$ cat config.mk
export PLATFORM = sky130hd
export DESIGN_NAME = fes_top
export DESIGN_NICKNAME = d
export VERILOG_FILES = /design/src/logic/fes_pkg.sv /design/src/logic/fes_top.sv
export SDC_FILE = /design/constraint.sdc
export NUM_CORES = 1
export LEC_CHECK = 0
export BUFFER_PORTS_ARGS = -buffer_cell sky130_fd_sc_hd__buf_2
export CAP_MARGIN = 30
export CORE_ASPECT_RATIO = 1.1
export CORE_MARGIN = 2
export CORE_UTILIZATION = 50
export DETAILED_ROUTE_END_ITERATION = 10
export GPL_ROUTABILITY_DRIVEN = 0
export GPL_TIMING_DRIVEN = 1
export PLACE_DENSITY = 0.75
export SYNTH_ARGS = -nofsm -noshare
export SYNTH_HDL_FRONTEND = slang
export SYNTH_SLANG_ARGS = --single-unit
$ cat constraint.sdc
create_clock -name clk_sys -period 2.4 [get_ports clk_sys]
set_input_delay 0.6 -clock clk_sys [delete_from_list [all_inputs] [get_ports clk_sys]]
set_output_delay 0.6 -clock clk_sys [all_outputs]
set_load 0.05 [all_outputs]
$ cat src/logic/fes_pkg.sv
// Constants, types and register map of the fatal-error supervisor
package fes_pkg;
  localparam int unsigned CLK_HZ = 40_000_000;
  localparam int unsigned PWR_LOSS_MS = 10;
  localparam int unsigned WDT_DEF_MS = 130;
  localparam int unsigned FFI_LO_MS = 120;
  localparam int unsigned CYC_PER_MS = CLK_HZ / 1000;
  localparam int unsigned PWR_LOSS_MS_CYC = PWR_LOSS_MS * CYC_PER_MS;
  // Register byte addresses
  localparam logic [7:0] A_STATUS = 8'h00;
  localparam logic [7:0] A_CODE = 8'h04;
  localparam logic [7:0] A_MEMFLG = 8'h08;
  localparam logic [7:0] A_WDTCFG = 8'h0C;
  localparam logic [7:0] A_IRQ_ST = 8'h10;
  localparam logic [7:0] A_IRQ_MSK = 8'h14;
  localparam logic [7:0] A_PORT = 8'h18;
  localparam logic [7:0] A_CTRL = 8'h1C;
  // Failure codes, limits, reset value and bus responses
  localparam logic [7:0] C_NONE = 8'h00;
  localparam logic [7:0] C_MEM = 8'hF1;
  localparam logic [7:0] C_NOEND = 8'hF0;
  localparam logic [7:0] C_BUS0 = 8'hC0;
  localparam logic [7:0] C_UNIT = 8'hE1;
  localparam logic [7:0] C_IOTBL = 8'hE0;
  localparam logic [7:0] C_SYSF = 8'h9F;
  localparam logic [7:0] FFI_MIN = 8'h01;
  localparam logic [7:0] FFI_MAX = 8'h99;
  localparam logic [1:0] RACK_MAX = 2'h2;
  localparam logic [31:0] WDT_RST = 32'h0000_0082;
  localparam logic [1:0] RESP_OK = 2'h0;
  localparam logic [1:0] RESP_SLVERR = 2'h2;
  // Interrupt status bit positions
  localparam int unsigned IB_FATAL = 0;
  localparam int unsigned IB_COMM_P = 1;
  localparam int unsigned IB_COMM_S = 2;
  localparam int unsigned IRQ_W = 3;

  typedef enum logic [8:0] {
    K_NONE = 9'h000, K_PWR = 9'h001, K_WDT = 9'h002, K_MEM = 9'h004,
    K_NOEND = 9'h008, K_BUS = 9'h010, K_UNIT = 9'h020, K_IOTBL = 9'h040,
    K_FFI = 9'h080, K_SYSF = 9'h100
  } fes_kind_t;

  typedef enum logic [1:0] {
    S_RUN = 2'b01, S_HALT = 2'b10
  } fes_state_t;

  typedef struct packed {
    logic pwr_fail;
    logic mem_setup;
    logic mem_prog;
    logic mem_exp;
    logic mem_cass;
    logic mem_boot;
    logic no_end;
    logic bus_fault;
    logic [1:0] bus_rack;
    logic unit_dup;
    logic io_tbl;
  } fes_fault_t;

  typedef struct packed {
    logic exec;
    logic [7:0] num;
    logic cycle_start;
  } fes_ffi_t;
endpackage

$ cat src/logic/fes_top.sv
// Fatal-error supervisor with AXI4-Lite register slave
`timescale 1ns/1ps
`default_nettype none
module fes_top
  import fes_pkg::*;
#(
  parameter int unsigned PWR_LOSS_CYC = PWR_LOSS_MS_CYC,
  parameter int unsigned MS_CYC = CYC_PER_MS
)(
  input wire logic clk_sys, // 40 MHz
  input wire logic rst_n, // Restart / power-up, sync, low
  input wire fes_fault_t fault_i, // Detector levels
  input wire fes_ffi_t ffi_i, // Fatal-failure instruction strobe and scan start
  input wire logic comm_err_p, // Peripheral port comm error level
  input wire logic comm_err_s, // Serial port comm error level
  input wire logic comm_act_p, // Peripheral port traffic
  input wire logic comm_act_s, // Serial port traffic
  input wire logic [7:0] out_img, // Output image from the CPU
  output logic [7:0] out_drv, // Outputs to I/O units
  output logic run_out, // Run output
  output logic pwr_ind, // Power indicator
  output logic alarm_error_indicator, // Alarm/error indicator
  output logic peripheral_port_indicator, // Peripheral port indicator
  output logic serial_port_indicator, // Serial port indicator
  output logic port_init_p, // Peripheral port reinit pulse
  output logic port_init_s, // Serial port reinit pulse
  output logic irq, // Interrupt level
  input wire logic [7:0] s_axi_awaddr, // AXI write address
  input wire logic s_axi_awvalid, // AXI
  output logic s_axi_awready, // AXI
  input wire logic [31:0] s_axi_wdata, // AXI
  input wire logic [3:0] s_axi_wstrb, // AXI
  input wire logic s_axi_wvalid, // AXI
  output logic s_axi_wready, // AXI
  output logic [1:0] s_axi_bresp, // AXI
  output logic s_axi_bvalid, // AXI
  input wire logic s_axi_bready, // AXI
  input wire logic [7:0] s_axi_araddr, // AXI
  input wire logic s_axi_arvalid, // AXI
  output logic s_axi_arready, // AXI
  output logic [31:0] s_axi_rdata, // AXI
  output logic [1:0] s_axi_rresp, // AXI
  output logic s_axi_rvalid, // AXI
  input wire logic s_axi_rready // AXI
);
  initial
  begin
    if (PWR_LOSS_CYC < 1) $error("PWR_LOSS_CYC must be at least 1");
    if (PWR_LOSS_CYC >= (1 << 24)) $error("PWR_LOSS_CYC must fit the 24-bit loss counter");
    if (MS_CYC < 2) $error("MS_CYC must be at least 2");
  end

  ////////////////////////////////////////////////////////////////////////////
  // Millisecond tick and cycle timer
  localparam int unsigned MSW = $clog2(MS_CYC);
  logic [MSW-1:0] ms_q;
  logic ms_tick;
  logic [15:0] cyc_ms_q;
  logic [15:0] wdt_lim_q;
  logic [23:0] pwr_cnt_q;
  fes_state_t st_q;
  fes_kind_t kind_q;
  logic [7:0] code_q;
  logic [4:0] memflg_q;
  logic [IRQ_W-1:0] ist_q, imsk_q;

  assign ms_tick = (ms_q == MSW'(MS_CYC - 1));

  always_ff @(posedge clk_sys)
  begin
    if (!rst_n) ms_q <= '0;
    else if (ms_tick || ffi_i.cycle_start) ms_q <= '0;
    else ms_q <= ms_q + 1'b1;
  end

  // Cycle time in ms, restarted at every scan start
  always_ff @(posedge clk_sys)
  begin
    if (!rst_n) cyc_ms_q <= '0;
    else if (ffi_i.cycle_start) cyc_ms_q <= '0;
    else if (ms_tick && cyc_ms_q != 16'hFFFF) cyc_ms_q <= cyc_ms_q + 1'b1;
  end

  // Supply loss must persist the full time; glitches do not count
  always_ff @(posedge clk_sys)
  begin
    if (!rst_n || !fault_i.pwr_fail) pwr_cnt_q <= '0;
    else if (pwr_cnt_q != 24'(PWR_LOSS_CYC)) pwr_cnt_q <= pwr_cnt_q + 1'b1;
  end

  ////////////////////////////////////////////////////////////////////////////
  // Fatal detection, first error wins and is latched
  wire pwr_hit = (pwr_cnt_q == 24'(PWR_LOSS_CYC));
  wire wdt_hit = (cyc_ms_q >= wdt_lim_q);
  wire [4:0] mem_v = {fault_i.mem_boot, fault_i.mem_cass, fault_i.mem_exp,
                      fault_i.mem_prog, fault_i.mem_setup};
  wire mem_hit = |mem_v;
  wire bus_ok_rack = (fault_i.bus_rack <= RACK_MAX);
  wire bus_hit = fault_i.bus_fault && bus_ok_rack;
  wire ffi_ok = ffi_i.exec && ffi_i.num >= FFI_MIN && ffi_i.num <= FFI_MAX;
  wire ffi_slow = (cyc_ms_q >= 16'(FFI_LO_MS)) && (cyc_ms_q <= 16'(WDT_DEF_MS));
  wire ffi_hit = ffi_ok || (ffi_i.exec && ffi_slow);

  fes_kind_t kind_d;
  logic [7:0] code_d;
  // Power loss outranks all: no indicator can light without supply unless another fault latched first
  assign kind_d = pwr_hit ? K_PWR :
                  wdt_hit ? K_WDT :
                  mem_hit ? K_MEM :
                  fault_i.no_end ? K_NOEND :
                  bus_hit ? K_BUS :
                  fault_i.unit_dup ? K_UNIT :
                  fault_i.io_tbl ? K_IOTBL :
                  (ffi_i.exec && ffi_slow) ? K_SYSF :
                  ffi_hit ? K_FFI : K_NONE;
  always_comb
  begin
    unique case (kind_d)
      K_MEM: code_d = C_MEM;
      K_NOEND: code_d = C_NOEND;
      K_BUS: code_d = C_BUS0 | {6'h00, fault_i.bus_rack};
      K_UNIT: code_d = C_UNIT;
      K_IOTBL: code_d = C_IOTBL;
      K_SYSF: code_d = C_SYSF;
      K_FFI: code_d = ffi_i.num;
      default: code_d = C_NONE;
    endcase
  end

  wire new_fatal = (st_q == S_RUN) && (kind_d != K_NONE);
  always_ff @(posedge clk_sys)
  begin
    if (!rst_n)
    begin
      st_q <= S_RUN;
      kind_q <= K_NONE;
      code_q <= C_NONE;
      memflg_q <= '0;
    end
    else if (new_fatal)
    begin
      st_q <= S_HALT;
      kind_q <= kind_d;
      code_q <= code_d;
      memflg_q <= (kind_d == K_MEM) ? mem_v : 5'h00;
    end
  end
  wire halted = (st_q == S_HALT);

  ////////////////////////////////////////////////////////////////////////////
  // Port reset pulses and indicators
  logic rst_p_req, rst_s_req;
  logic [1:0] port_q;
  always_ff @(posedge clk_sys)
  begin
    if (!rst_n)
    begin
      port_init_p <= 1'b0;
      port_init_s <= 1'b0;
    end
    else
    begin
      port_init_p <= rst_p_req;
      port_init_s <= rst_s_req;
    end
  end

  // Sticky error per port, set on the error's onset: the far side drops its error level
  // only after the reinit pulse, so a level-set flag could never be cleared
  logic [1:0] cerr_q;
  wire [1:0] cerr = {comm_err_s, comm_err_p};
  wire [1:0] cerr_rise = cerr & ~cerr_q;
  wire [1:0] port_clr = {rst_s_req, rst_p_req};
  always_ff @(posedge clk_sys)
  begin
    if (!rst_n)
    begin
      cerr_q <= '0;
      port_q <= '0;
    end
    else
    begin
      cerr_q <= cerr;
      port_q <= cerr_rise | (port_q & ~port_clr);
    end
  end

  always_ff @(posedge clk_sys)
  begin
    if (!rst_n)
    begin
      out_drv <= '0;
      run_out <= 1'b0;
      pwr_ind <= 1'b0;
      alarm_error_indicator <= 1'b0;
      peripheral_port_indicator <= 1'b0;
      serial_port_indicator <= 1'b0;
    end
    else
    begin
      out_drv <= (halted || new_fatal) ? 8'h00 : out_img;
      run_out <= !(halted || new_fatal);
      pwr_ind <= !((halted && kind_q == K_PWR) || (new_fatal && kind_d == K_PWR));
      alarm_error_indicator <= (halted && kind_q != K_PWR) ||
                               (new_fatal && kind_d != K_PWR);
      peripheral_port_indicator <= comm_act_p && !port_q[0] && !comm_err_p
                                   && !(halted && kind_q == K_PWR);
      serial_port_indicator <= comm_act_s && !port_q[1] && !comm_err_s
                               && !(halted && kind_q == K_PWR);
    end
  end

  ////////////////////////////////////////////////////////////////////////////
  // AXI4-Lite slave: address and data taken in either order
  logic aw_have_q, w_have_q;
  logic [7:0] aw_q;
  logic [31:0] w_q;
  logic [3:0] ws_q;
  // Ready flags are flops that track !held && !bvalid
  wire do_wr = aw_have_q && w_have_q && !s_axi_bvalid;
  wire wr_st = do_wr && aw_q == A_IRQ_ST && ws_q[0];
  wire wr_msk = do_wr && aw_q == A_IRQ_MSK && ws_q[0];
  wire wr_wdt = do_wr && aw_q == A_WDTCFG && ws_q[0];
  wire wr_port = do_wr && aw_q == A_PORT && ws_q[0];
  wire wr_ok = aw_q == A_IRQ_ST || aw_q == A_IRQ_MSK || aw_q == A_WDTCFG
               || aw_q == A_PORT || aw_q == A_CTRL || aw_q == A_STATUS
               || aw_q == A_CODE || aw_q == A_MEMFLG;
  assign rst_p_req = wr_port && w_q[0];
  assign rst_s_req = wr_port && w_q[1];

  always_ff @(posedge clk_sys)
  begin
    if (!rst_n)
    begin
      aw_have_q <= 1'b0;
      w_have_q <= 1'b0;
      aw_q <= '0;
      w_q <= '0;
      ws_q <= '0;
      s_axi_bvalid <= 1'b0;
      s_axi_bresp <= RESP_OK;
      s_axi_awready <= 1'b1;
      s_axi_wready <= 1'b1;
    end
    else
    begin
      if (s_axi_awvalid && s_axi_awready)
      begin
        aw_have_q <= 1'b1;
        aw_q <= s_axi_awaddr;
        s_axi_awready <= 1'b0;
      end
      if (s_axi_wvalid && s_axi_wready)
      begin
        w_have_q <= 1'b1;
        w_q <= s_axi_wdata;
        ws_q <= s_axi_wstrb;
        s_axi_wready <= 1'b0;
      end
      if (do_wr)
      begin
        aw_have_q <= 1'b0;
        w_have_q <= 1'b0;
        s_axi_bvalid <= 1'b1;
        s_axi_bresp <= wr_ok ? RESP_OK : RESP_SLVERR;
      end
      else if (s_axi_bvalid && s_axi_bready)
      begin
        s_axi_bvalid <= 1'b0;
        s_axi_awready <= 1'b1;
        s_axi_wready <= 1'b1;
      end
    end
  end

  // Watchdog limit; zero is refused so the CPU cannot be halted at once
  always_ff @(posedge clk_sys)
  begin
    if (!rst_n) wdt_lim_q <= WDT_RST[15:0];
    else if (wr_wdt && w_q[15:0] != 16'h0000) wdt_lim_q <= w_q[15:0];
  end

  // Interrupts: set beats write-one-to-clear
  logic [IRQ_W-1:0] iev;
  assign iev[IB_FATAL] = new_fatal;
  assign iev[IB_COMM_P] = comm_err_p && !port_q[0];
  assign iev[IB_COMM_S] = comm_err_s && !port_q[1];
  always_ff @(posedge clk_sys)
  begin
    if (!rst_n)
    begin
      ist_q <= '0;
      imsk_q <= '0;
      irq <= 1'b0;
    end
    else
    begin
      ist_q <= (ist_q & ~(wr_st ? w_q[IRQ_W-1:0] : '0)) | iev;
      if (wr_msk) imsk_q <= w_q[IRQ_W-1:0];
      irq <= |(ist_q & imsk_q);
    end
  end

  // Read channel
  logic [31:0] rd_mux;
  logic rd_ok;
  always_comb
  begin
    rd_ok = 1'b1;
    unique case (s_axi_araddr)
      A_STATUS: rd_mux = {21'h0, kind_q, halted, run_out};
      A_CODE: rd_mux = {24'h0, code_q};
      A_MEMFLG: rd_mux = {27'h0, memflg_q};
      A_WDTCFG: rd_mux = {16'h0, wdt_lim_q};
      A_IRQ_ST: rd_mux = {29'h0, ist_q};
      A_IRQ_MSK: rd_mux = {29'h0, imsk_q};
      A_PORT: rd_mux = {30'h0, port_q};
      A_CTRL: rd_mux = {16'h0, cyc_ms_q};
      default:
      begin
        rd_mux = 32'h0000_0000;
        rd_ok = 1'b0;
      end
    endcase
  end
  // Registered arready mirrors !rvalid: one read at a time
  always_ff @(posedge clk_sys)
  begin
    if (!rst_n)
    begin
      s_axi_arready <= 1'b1;
      s_axi_rvalid <= 1'b0;
      s_axi_rdata <= '0;
      s_axi_rresp <= RESP_OK;
    end
    else if (s_axi_arvalid && s_axi_arready)
    begin
      s_axi_arready <= 1'b0;
      s_axi_rvalid <= 1'b1;
      s_axi_rdata <= rd_mux;
      s_axi_rresp <= rd_ok ? RESP_OK : RESP_SLVERR;
    end
    else if (s_axi_rvalid && s_axi_rready)
    begin
      s_axi_arready <= 1'b1;
      s_axi_rvalid <= 1'b0;
    end
  end
endmodule
`default_nettype wire

==> results by group, run 1 <==
Timing
  – Fmax: ~0.43 GHz
  – Final Max Slew Viols: 0
  – Min cycle time layout: about 2300 ps
  – Period Utilization, post-route: between 90% and 100%
  – Hold Vio Cnt, Final: 0
  – Setup violations, final: 0
  – Worst-Margin Slew: 615 ps
  – Clock Skew: 7.99 ps
  – Relative slew slack: between 50% and 60%

Route
  – Vias per cell: about 5.6
  – Total Routed Length: about 20,000 um
  – Via count: ~7,000
  – Wire per inst: between 15 and 20 um
  – Final ANT Viol Nets: 0
  – # DRC: 0
  – DRT Pass-1 Iters: 5
  – Starting DRT DRC Count: ~430

Yosys
  – Synth area leader: dfxtp_1
  – Syn Area/Cell: around 8.8 sq um
  – Syn. warnings: 0
  – Synth top area share: about two fifths
  – Flops & latches, synth: approximately 170
  – Netlist cell types: 73
  – Number of synthesized flops with an enable pin: 0
  – Top_reg_cell synth: dfxtp_1
  – Cells after Synth: approximately 930
  – Area contributors post-synth: dfxtp_1 42%, nand2_1 5.2%, mux2i_1 3.5%, ha_1 3.2%, o21ai_0 3.0%
  – Sequential-to-total area share from yosys stat: 41.9%
  – Post-synth ARST share: 0%
  – Mapped cell area: about 8000 sq um

Setup path
  – Worst path slowest cell: dfxtp_1
  – Worst-path fanout max: 9
  – WP data required: 2730 ps
  – Worst Path Arrival: ~2600 ps
  – Worst path most repeated cell: nand2_1
  – CP endpoint kind: flop
  – Crit. Startpoint: cyc_ms_q[5]
  – Buf+Inv Stages, Crit Path: 1
  – Worst stage delay on the critical path: 480 ps
  – Reg2reg start: cyc_ms_q[5]
  – CP cell instances: ha_1 -> a211oi_1 -> nand2_1 -> a31oi_1 -> o211a_1 -> buf_4 -> nand2_1 -> o32ai_1
  – Critical Setup Path Class: reg2reg
  – CP startpoint kind: flop
  – Crit-path leading delay family: compound AO/OA/AOI/OAI gates

Clock network
  – Clock Pin Slew Worst Setup and Hold Paths: around 70 ps
  – CTS tree: done
  – Hold Buf Count CTS: 0
  – CTS max path bufs: 2
  – H-tree Lvls: 4
  – Clk sinks: approximately 170
  – Clk Latency, worst-skew pair: around 430 ps
  – Clk root buf: clkbuf_16
  – Cts bufs inserted: 17

Die
  – Die extent in y: between 100 and 150 um
  – Die footprint: 17,500 sq um
  – Die width: ~130 um
  – Row Count: 49
  – Ports: 150
  – Core box area: between 15,000 and 20,000 sq um
  – Initial Util: between 50% and 60%

Power and ir drop
  – Sw Ratio: ~25%
  – Sw power: ~0.0016 W
  – Total Power: ~0.0065 W
  – Seq pwr share: between 40% and 50%
  – PwrDens: around 660 nW/um^2
  – Clock network fraction of design power: between 40% and 50%
  – Internal Power: between 0.004 and 0.005 W
  – Combinational share of power: between 10% and 20%
  – LEAKAGE: 4.10 nW
  – Peak VDD IR: ~0.00047 V

Global route
  – Number of global-route vias before repair: between 6,000 and 7,000
  – First-pass GRT wire length: between 30,000 and 40,000 um
  – Total Routing Usage GR: ~23%
  – Initial antenna violation count: 1
  – Gr ovfl total: 0
  – Largest net degree at the start of global routing: 53

Flow run
  – Max_cap viols: 0

Cells and area
  – Most common cell after layout, fill and taps aside: dfxtp_1
  – Util after Layout: around three fifths
  – Antenna diodes: 0
  – Final nets: roughly 1,200
  – Most frequent cells in the layout: 172 x dfxtp_1, 113 x nand2_1, 112 x buf_2
  – Layout area overhead: 20.0%
  – Ratio of cells with drive above 1 in the final layout: 21.4%

Status
  – Status: completed

Hold path
  – Hold Crit Class: in2reg
  – Hold path start: s_axi_wvalid

Placement
  – DP HPWL: about 14,000 um
  – PortBufs: about 110
==> worst paths after layout <==
kind | slack [ps] | endpoint | cells after the start
max | 100 | kind_q[2] | 8
min | 370 | s_axi_wready | 2
max reg2reg | 100 | kind_q[2] | 8
min reg2reg | 460 | ms_q[0] | 1
==> per-stage QoR <==
stage	setup slack (ps)	std cells	instance area (sq um)	setup TNS [ps]	hold WS, ps
global route	-13.8	1293	9860	-13.8	374
global placement	-215	1261	9240	-5040	442
CTS	67.8	1293	9850	0	357
finish	99.7	1293	9860	0	374
floorplan	-32.3	946	8300	-257	426
detailed placement	-259	1261	9240	-6190	447
==> registers in the layout (all words and copies together) (netlist names), 2 cells and up <==
signal	count
s_axi_rdata	16
wdt_lim_q	16
ist_q	3
memflg_q	5
cerr_q	2
cyc_ms_q	16
imsk_q	3
port_q	2
aw_q	8
kind_q	9
pwr_cnt_q	24
w_q	16
code_q	8
out_drv	8
st_q	2
ms_q	16
==> layer usage <==
layer  vias up  routed length (um)  share of wire, %  track usage (%)
li1       3574                   -                 -                -
met1      3372                8990                46             31.0
met2       222                8800                45             35.0
met3        30                1230               6.3             5.22
met4         2                 474               2.4             9.02
met5         -                  13             0.067                0
==> cell families after synthesis <==
kind of cell	Yosys count	synth area share, %
adders and majority gates	21	3.20
muxes	33	4.49
and+or+nand+nor	386	25.3
DFF	172	41.9
AOI/OAI and AO/OA	193	16.1
buffers and inverters	91	5.57
xor gates and xnor gates	32	3.41
other	1	0.0456
==> power by group through the flow <==
| stage | Combinational [W] | Clock [W] | Sequential (W) |
|---|---|---|---|
| final | 0.000653 | 0.00285 | 0.00303 |
| after global routing | 0.000708 | 0.00303 | 0.00303 |
| after CTS | 0.000655 | 0.00291 | 0.00302 |
| after detailed placement | 0.000652 | 0 | 0.00309 |
| after global placement | 0.000644 | 0 | 0.00309 |
| after floorplan | 0.000375 | 0 | 0.00317 |
==> what timing repair did <==
| item | 4_1_cts | 5_1_grt |
|---|---|---|
| resized for setup | 0 | 2 |
| setup buffers | 0 | 0 |
| setup endpoints to repair | 0 | 11 |
| endpoints found under the hold margin | 0 | 0 |
==> cells in the mapped netlist (15+ instances only) <==
master    number
clkbuf_1      34
ha_1          21
and3_1        17
nor2_1        58
inv_1         30
a21boi_0      33
mux2i_1       29
dfxtp_1      172
xnor2_1       16
nand2_1      113
nor2b_1       29
or3_1         19
nand3_1       37
buf_4         18
and2_1        20
a21oi_1       32
a22oi_1       15
xor2_1        16
o21ai_0       50
==> layout make-up <==
class | instances | area (sq um)
fillers | 1396 | 6390
multi-input cells | 683 | 4400
flip-flops and latches | 172 | 3440
repair buffers | 172 | 1040
clock buffers | 20 | 457
well taps | 204 | 255
clock inverters | 12 | 159
inverters | 30 | 113
Note: power is estimated with default switching activity, not from simulation.
==> run 2, diff against run 1 <==
CORE_UTILIZATION = 51   (was 50)
PLACE_DENSITY = 0.76   (was 0.75)
==> results by group, run 2 (synthesis results as in run 1) <==
Global route
  – Number of global-route vias before repair: 6,615 (-1.0%)
  – Largest net degree at the start of global routing: 38 (-28%)
  – First-pass GRT wire length: 32,100 um (-1.8%)
  – Gr ovfl total: 0 (unchanged)
  – Initial antenna violation count: 0 (-1)
  – Total Routing Usage GR: 23.1% (+0.34 points)

Timing
  – Hold Vio Cnt, Final: 0 (unchanged)
  – Setup WS post-layout: 161 ps (+61.1 ps)
  – Period Utilization, post-route: 93.3% (-2.5 points)
  – Worst-Margin Slew: 670 ps (+54.8 ps)
  – Relative slew slack: 55.3% (-3.7 points)
  – Min cycle time layout: 2240 ps (-61.1 ps)
  – Clock Skew: 10.1 ps (+2.07 ps)
  – Hold Worst Slack: 366 ps (-7.79 ps)
  – Setup violations, final: 0 (unchanged)
  – Final Max Slew Viols: 0 (unchanged)
  – Fmax: 0.447 GHz (+2.7%)

Setup path
  – Worst path slowest cell: dfxtp_1
  – CP startpoint kind: flop
  – CP endpoint kind: flop
  – WP data required: 2750 ps (+20 ps)
  – CP cell instances: inv_1 -> ha_1 -> nand2b_1 -> a21o_1 -> a31oi_1 -> o211a_4 -> buf_4 -> nand3_1 -> o22ai_1
  – Worst Path Arrival: 2590 ps (-50 ps)
  – Worst stage delay on the critical path: 320 ps (-160 ps)
  – Worst-path fanout max: 9 (unchanged)
  – Critical Setup Path Class: reg2reg

Power and ir drop
  – Peak VDD IR: 0.000495 V (+5.2%)
  – LEAKAGE: 4.13 nW (+0.71%)
  – PwrDens: 662 nW/um^2 (about the same)

Die
  – Initial Util: 52.2% (+1.6 points)
  – Row Count: 48 (-2.0%)
  – Die extent in y: 137 um (-0.96%)
  – Die width: 125 um (-0.95%)
  – Ports: 150 (unchanged)
  – Die footprint: 17,100 sq um (-1.9%)
  – Core box area: 15,700 sq um (-3.1%)

Route
  – Via count: 7,233 (+0.46%)
  – Starting DRT DRC Count: 480 (+12%)
  – Total Routed Length: 19,900 um (+1.8%)
  – Vias per cell: 5.60 (+0.54%)
  – DRT Pass-1 Iters: 5 (unchanged)
  – # DRC: 0 (unchanged)
  – Final ANT Viol Nets: 0 (unchanged)
  – Wire per inst: 15.4 um (+1.9%)

Cells and area
  – Final std cells w/o fill: 1,292 (-0.077%)
  – Most flops, register: pwr_cnt_q
  – Most frequent cells in the layout: 172 x dfxtp_1, 113 x nand2_1, 112 x buf_2
  – Layout area overhead: 20.5%
  – Antenna diodes: 0 (unchanged)
  – Most common cell after layout, fill and taps aside: dfxtp_1
  – Ratio of cells with drive above 1 in the final layout: 21.9% (+0.49 points)
  – Final nets: 1,193 (+0.25%)
  – Util after Layout: 62.9% (+2.2 points)
  – Largest register FFs: 24 (unchanged)

Status
  – Status: completed

Clock network
  – CTS tree: done
  – Cts bufs inserted: 17 (unchanged)
  – Clk root buf: clkbuf_16
  – Clock Pin Slew Worst Setup and Hold Paths: 70 ps (about the same)
  – Post-CTS setup buffer count: 0 (unchanged)
  – Clk sinks: 172 (unchanged)
  – H-tree Lvls: 4 (unchanged)
  – Clk Latency, worst-skew pair: 440 ps (about the same)
  – CTS max path bufs: 2 (unchanged)

Placement
  – PortBufs: 112 (unchanged)
  – DP HPWL: 14,900 um (+2.9%)
  – Placed Instances: 1,260 (-0.079%)
  – Worst slack at placement: -234 ps (+25.1 ps)

Flow run
  – Max_cap viols: 0 (unchanged)

Hold path
  – Hold Crit Class: in2reg
-- run 2: through the flow --
stage | total power [W] | TNS [ps] | cell area, sq um
2_1_floorplan | 0.00355 | -257 | 8300
3_3_place_gp | 0.00373 | -5610 | 9250
3_5_place_dp | 0.00373 | -6680 | 9250
4_1_cts | 0.00660 | 0 | 9870
5_1_grt | 0.00678 | -3.29 | 9900
6_report | 0.00656 | 0 | 9900
-- run 2: worst max-delay path: cells and delay by family, from the launching register on --
| kind | cells | cell delay, ps |
|---|---|---|
| simple gates | 2 | 350 |
| buf+inv | 2 | 240 |
| fa+ha+maj | 1 | 290 |
| compound gates | 4 | 960 |
| flops | 1 | 320 |
-- run 2: cell type report --
cell class	count	area [sq um]
Tap cell	200	250
Sequential cell	172	3440
Multi-Input combinational cell	683	4410
Fill cell	1350	5840
Clock inverter	14	181
Timing Repair Buffer	175	1060
Clock buffer	18	439
Inverter	30	113
-- run 2: path summary, 6_finish.rpt --
| kind | startpoint | to | slack [ps] | cells after the start |
|---|---|---|---|---|
| setup / recovery | cyc_ms_q[0] | code_q[5] | 160 | 9 |
| hold / removal | s_axi_wvalid | s_axi_wready | 370 | 2 |
| setup reg to reg | cyc_ms_q[0] | code_q[5] | 160 | 9 |
| hold reg to reg | ms_q[0] | ms_q[0] | 460 | 1 |
-- run 2: what timing repair did --
item,in CTS,in global routing
gates resized for setup,0,5
hold buffers,0,0
endpoints found under the setup margin,0,9
-- run 2: per-layer routing --
| layer | share of wire [%] | vias to the layer above | track usage [%] |
|---|---|---|---|
| met2 | 46 | 230 | 37.2 |
| met1 | 45 | 3389 | 30.2 |
| li1 | - | 3579 | - |
| met4 | 2.6 | 0 | 9.51 |
| met5 | 0 | - | 0 |
| met3 | 6.8 | 35 | 5.24 |
-- run 2: power breakdown --
| part | switching (W) | total [W] | internal (W) | leakage, nW |
|---|---|---|---|---|
| clock network | 0.00119 | 0.00288 | 0.00169 | 0.308 |
| registers | 0.0000716 | 0.00302 | 0.00295 | 1.40 |
| logic | 0.000428 | 0.000656 | 0.000228 | 2.42 |
==> run 3, diff against run 2 <==
BUFFER_PORTS_ARGS = -buffer_cell sky130_fd_sc_hd__clkbuf_2   (was -buffer_cell sky130_fd_sc_hd__buf_2)
==> results by group, run 3 (synthesis results as in run 1) <==
Placement
  – PortBufs: 112 (unchanged)
  – Placed Area: 9180 sq um (-0.76%)
  – DP HPWL: 14,500 um (-2.6%)
  – Worst slack at placement: -242 ps (-7.79 ps)
  – Placed Instances: 1,254 (-0.48%)

Die
  – Die extent in y: 137 um (unchanged)
  – Ports: 150 (unchanged)
  – Initial Util: 52.2% (unchanged)
  – Core box area: 15,700 sq um (unchanged)
  – Die footprint: 17,100 sq um (unchanged)
  – Row Count: 48 (unchanged)
  – Die width: 125 um (unchanged)

Power and ir drop
  – Sw power: 0.00166 W (-1.5%)
  – LEAKAGE: 4.05 nW (-1.9%)
  – Sw Ratio: 26.6% (+0.83 points)
  – Combinational share of power: 10.3% (+0.3 points)
  – PwrDens: 641 nW/um^2 (-3.2%)
  – Seq pwr share: 48.3% (+2.2 points)
  – Internal Power: 0.00459 W (-5.6%)
  – Peak VDD IR: 0.000514 V (+3.7%)
  – Clock network fraction of design power: 41.3% (-2.6 points)

Cells and area
  – Ratio of cells with drive above 1 in the final layout: 21.4% (-0.52 points)
  – Most common cell after layout, fill and taps aside: dfxtp_1
  – Final std cells w/o fill: 1,286 (-0.46%)
  – Antenna diodes: 0 (unchanged)
  – Most frequent cells in the layout: 171 x dfxtp_1, 113 x nand2_1, 111 x clkbuf_2
  – Largest register FFs: 24 (unchanged)
  – Design Area, Final: 9750 sq um (-1.5%)
  – Fillers: 1,377 (+2.0%)
  – Layout area overhead: 18.7%
  – Most flops, register: pwr_cnt_q
  – Final nets: 1,187 (-0.50%)

Flow run
  – Max_cap viols: 0 (unchanged)

Setup path
  – Critical Setup Path Class: reg2reg
  – Worst stage delay on the critical path: 380 ps (+60 ps)
  – Worst R2R Setup Slack: 130 ps (-30 ps)
  – CP cell instances: inv_1 -> ha_1 -> nand2b_1 -> a21o_1 -> a31oi_1 -> o211a_2 -> buf_4 -> nand3_1 -> o22ai_1
  – Worst-path fanout max: 7 (-2)
  – CP endpoint kind: flop
  – WP data required: 2760 ps (about the same)
  – RR Endpoint: code_q[0]
  – Worst path slowest cell: dfxtp_1
  – Reg2reg start: cyc_ms_q[0]
  – Worst Path Arrival: 2630 ps (+40 ps)
  – Worst r2r path cells: 9 (unchanged)
  – CP startpoint kind: flop

Route
  – Starting DRT DRC Count: 631 (+31%)
  – Vias per cell: 5.53 (-1.3%)
  – Via count: 7,106 (-1.8%)
  – # DRC: 0 (unchanged)
  – DRT Pass-1 Iters: 5 (unchanged)
  – Total Routed Length: 19,600 um (-1.4%)
  – Wire per inst: 15.2 um (-0.97%)
  – Final ANT Viol Nets: 0 (unchanged)

Clock network
  – Clk Latency, worst-skew pair: 440 ps (about the same)
  – CTS resizes: 0 (unchanged)
  – Cts bufs inserted: 17 (unchanged)
  – Clock Pin Slew Worst Setup and Hold Paths: 60 ps (about the same)
  – H-tree Lvls: 4 (unchanged)
  – CTS max path bufs: 2 (unchanged)
  – Clk sinks: 172 (unchanged)
  – Hold Buf Count CTS: 0 (unchanged)
  – Clk root buf: clkbuf_16
  – CTS tree: done
  – Post-CTS setup buffer count: 0 (unchanged)

Hold path
  – Hold Path Depth: 2 (unchanged)
  – Hold EP: s_axi_wready
  – Hold Crit Class: in2reg
  – Hold path start: s_axi_wvalid

Timing
  – Fmax: 0.441 GHz (-1.3%)
  – Min cycle time layout: 2270 ps (+30.1 ps)
  – Setup WS post-layout: 131 ps (-30.1 ps)
  – RSZ-0062 raised after global routing: false
  – Worst-Margin Slew: 590 ps (-80.0 ps)
  – Clock Skew: 8.62 ps (-1.44 ps)
  – Period Utilization, post-route: 94.6% (+1.3 points)
  – Setup violations, final: 0 (unchanged)
  – Relative slew slack: 60.7% (+5.3 points)
  – Final Max Slew Viols: 0 (unchanged)
  – Hold Vio Cnt, Final: 0 (unchanged)

Global route
  – Gr ovfl total: 0 (unchanged)
  – Largest net degree at the start of global routing: 30 (-21%)
  – Initial antenna violation count: 0 (unchanged)
  – Total Routing Usage GR: 23.0% (-0.083 points)
  – First-pass GRT wire length: 32,100 um (-0.19%)
  – Number of global-route vias before repair: 6,609 (-0.091%)

Status
  – Status: completed
run 3: cell types whose count changed in the layout (fill, tap and decap cells not counted), sizes merged:
cell      before  now
clkinvlp       0    2
bufinv         3    0
clkbuf        18  132
buf          175   58
inv           37   34
clkinv         4    5
run 3: worst max-delay path: cells and delay by family, from the launching register on:
kind / cells / cell delay, ps
buffers and inverters: 2 / 290
adders and majority gates: 1 / 290
DFF: 1 / 380
AOI/OAI and AO/OA: 4 / 920
and+or+nand+nor: 2 / 320
run 3: cell type report:
cell class	instances	area (sq um)	share of cell area, %
timing repair buffer	169	988	10.1
tap	200	250	2.57
multi-input combinational	683	4400	45.1
clock buffer	21	470	4.82
sequential	172	3440	35.3
inverter	30	113	1.15
clock inverter	11	85.1	0.872
run 3: per-stage QoR:
step,utilization [%],hold WS [ps],power (W),TNS (ps)
6_report,62.0,371,0.00626,0
5_1_grt,62.0,382,0.00647,0
4_1_cts,61.9,361,0.00629,0
3_5_place_dp,58.4,452,0.00373,-6500
3_3_place_gp,58.4,441,0.00372,-5260
2_1_floorplan,-,426,0.00355,-257
run 3: how the worst max path moves through the flow:
| stage | start | endpoint | slack, ps | cells after the start |
|---|---|---|---|---|
| global placement | fault_i[7] | memflg_q[0] | -210 | 7 |
| global route | cyc_ms_q[0] | code_q[1] | 10 | 9 |
| floorplan | fault_i[7] | code_q[7] | -30 | 6 |
| finish | cyc_ms_q[0] | code_q[0] | 130 | 9 |
| CTS | aw_q[0] | port_q[1] | 70 | 6 |
| detailed placement | fault_i[7] | code_q[7] | -240 | 7 |
run 3: power groups by stage:
stage               Clock, W  Combinational, W  Sequential [W]
CTS                  0.00262          0.000648         0.00302
global placement           0          0.000639         0.00308
detailed placement         0          0.000644         0.00309
finish               0.00258          0.000647         0.00302
global route         0.00274          0.000701         0.00303
floorplan                  0          0.000375         0.00317
run 3: per-layer routing:
| layer | wire length, um | vias up | global-route usage, % |
|---|---|---|---|
| met3 | 1200 | 22 | 4.85 |
| met1 | 9040 | 3329 | 30.7 |
| met4 | 374 | 0 | 8.40 |
| met5 | 0 | - | 0 |
| met2 | 8960 | 197 | 37.0 |
| li1 | - | 3558 | - |
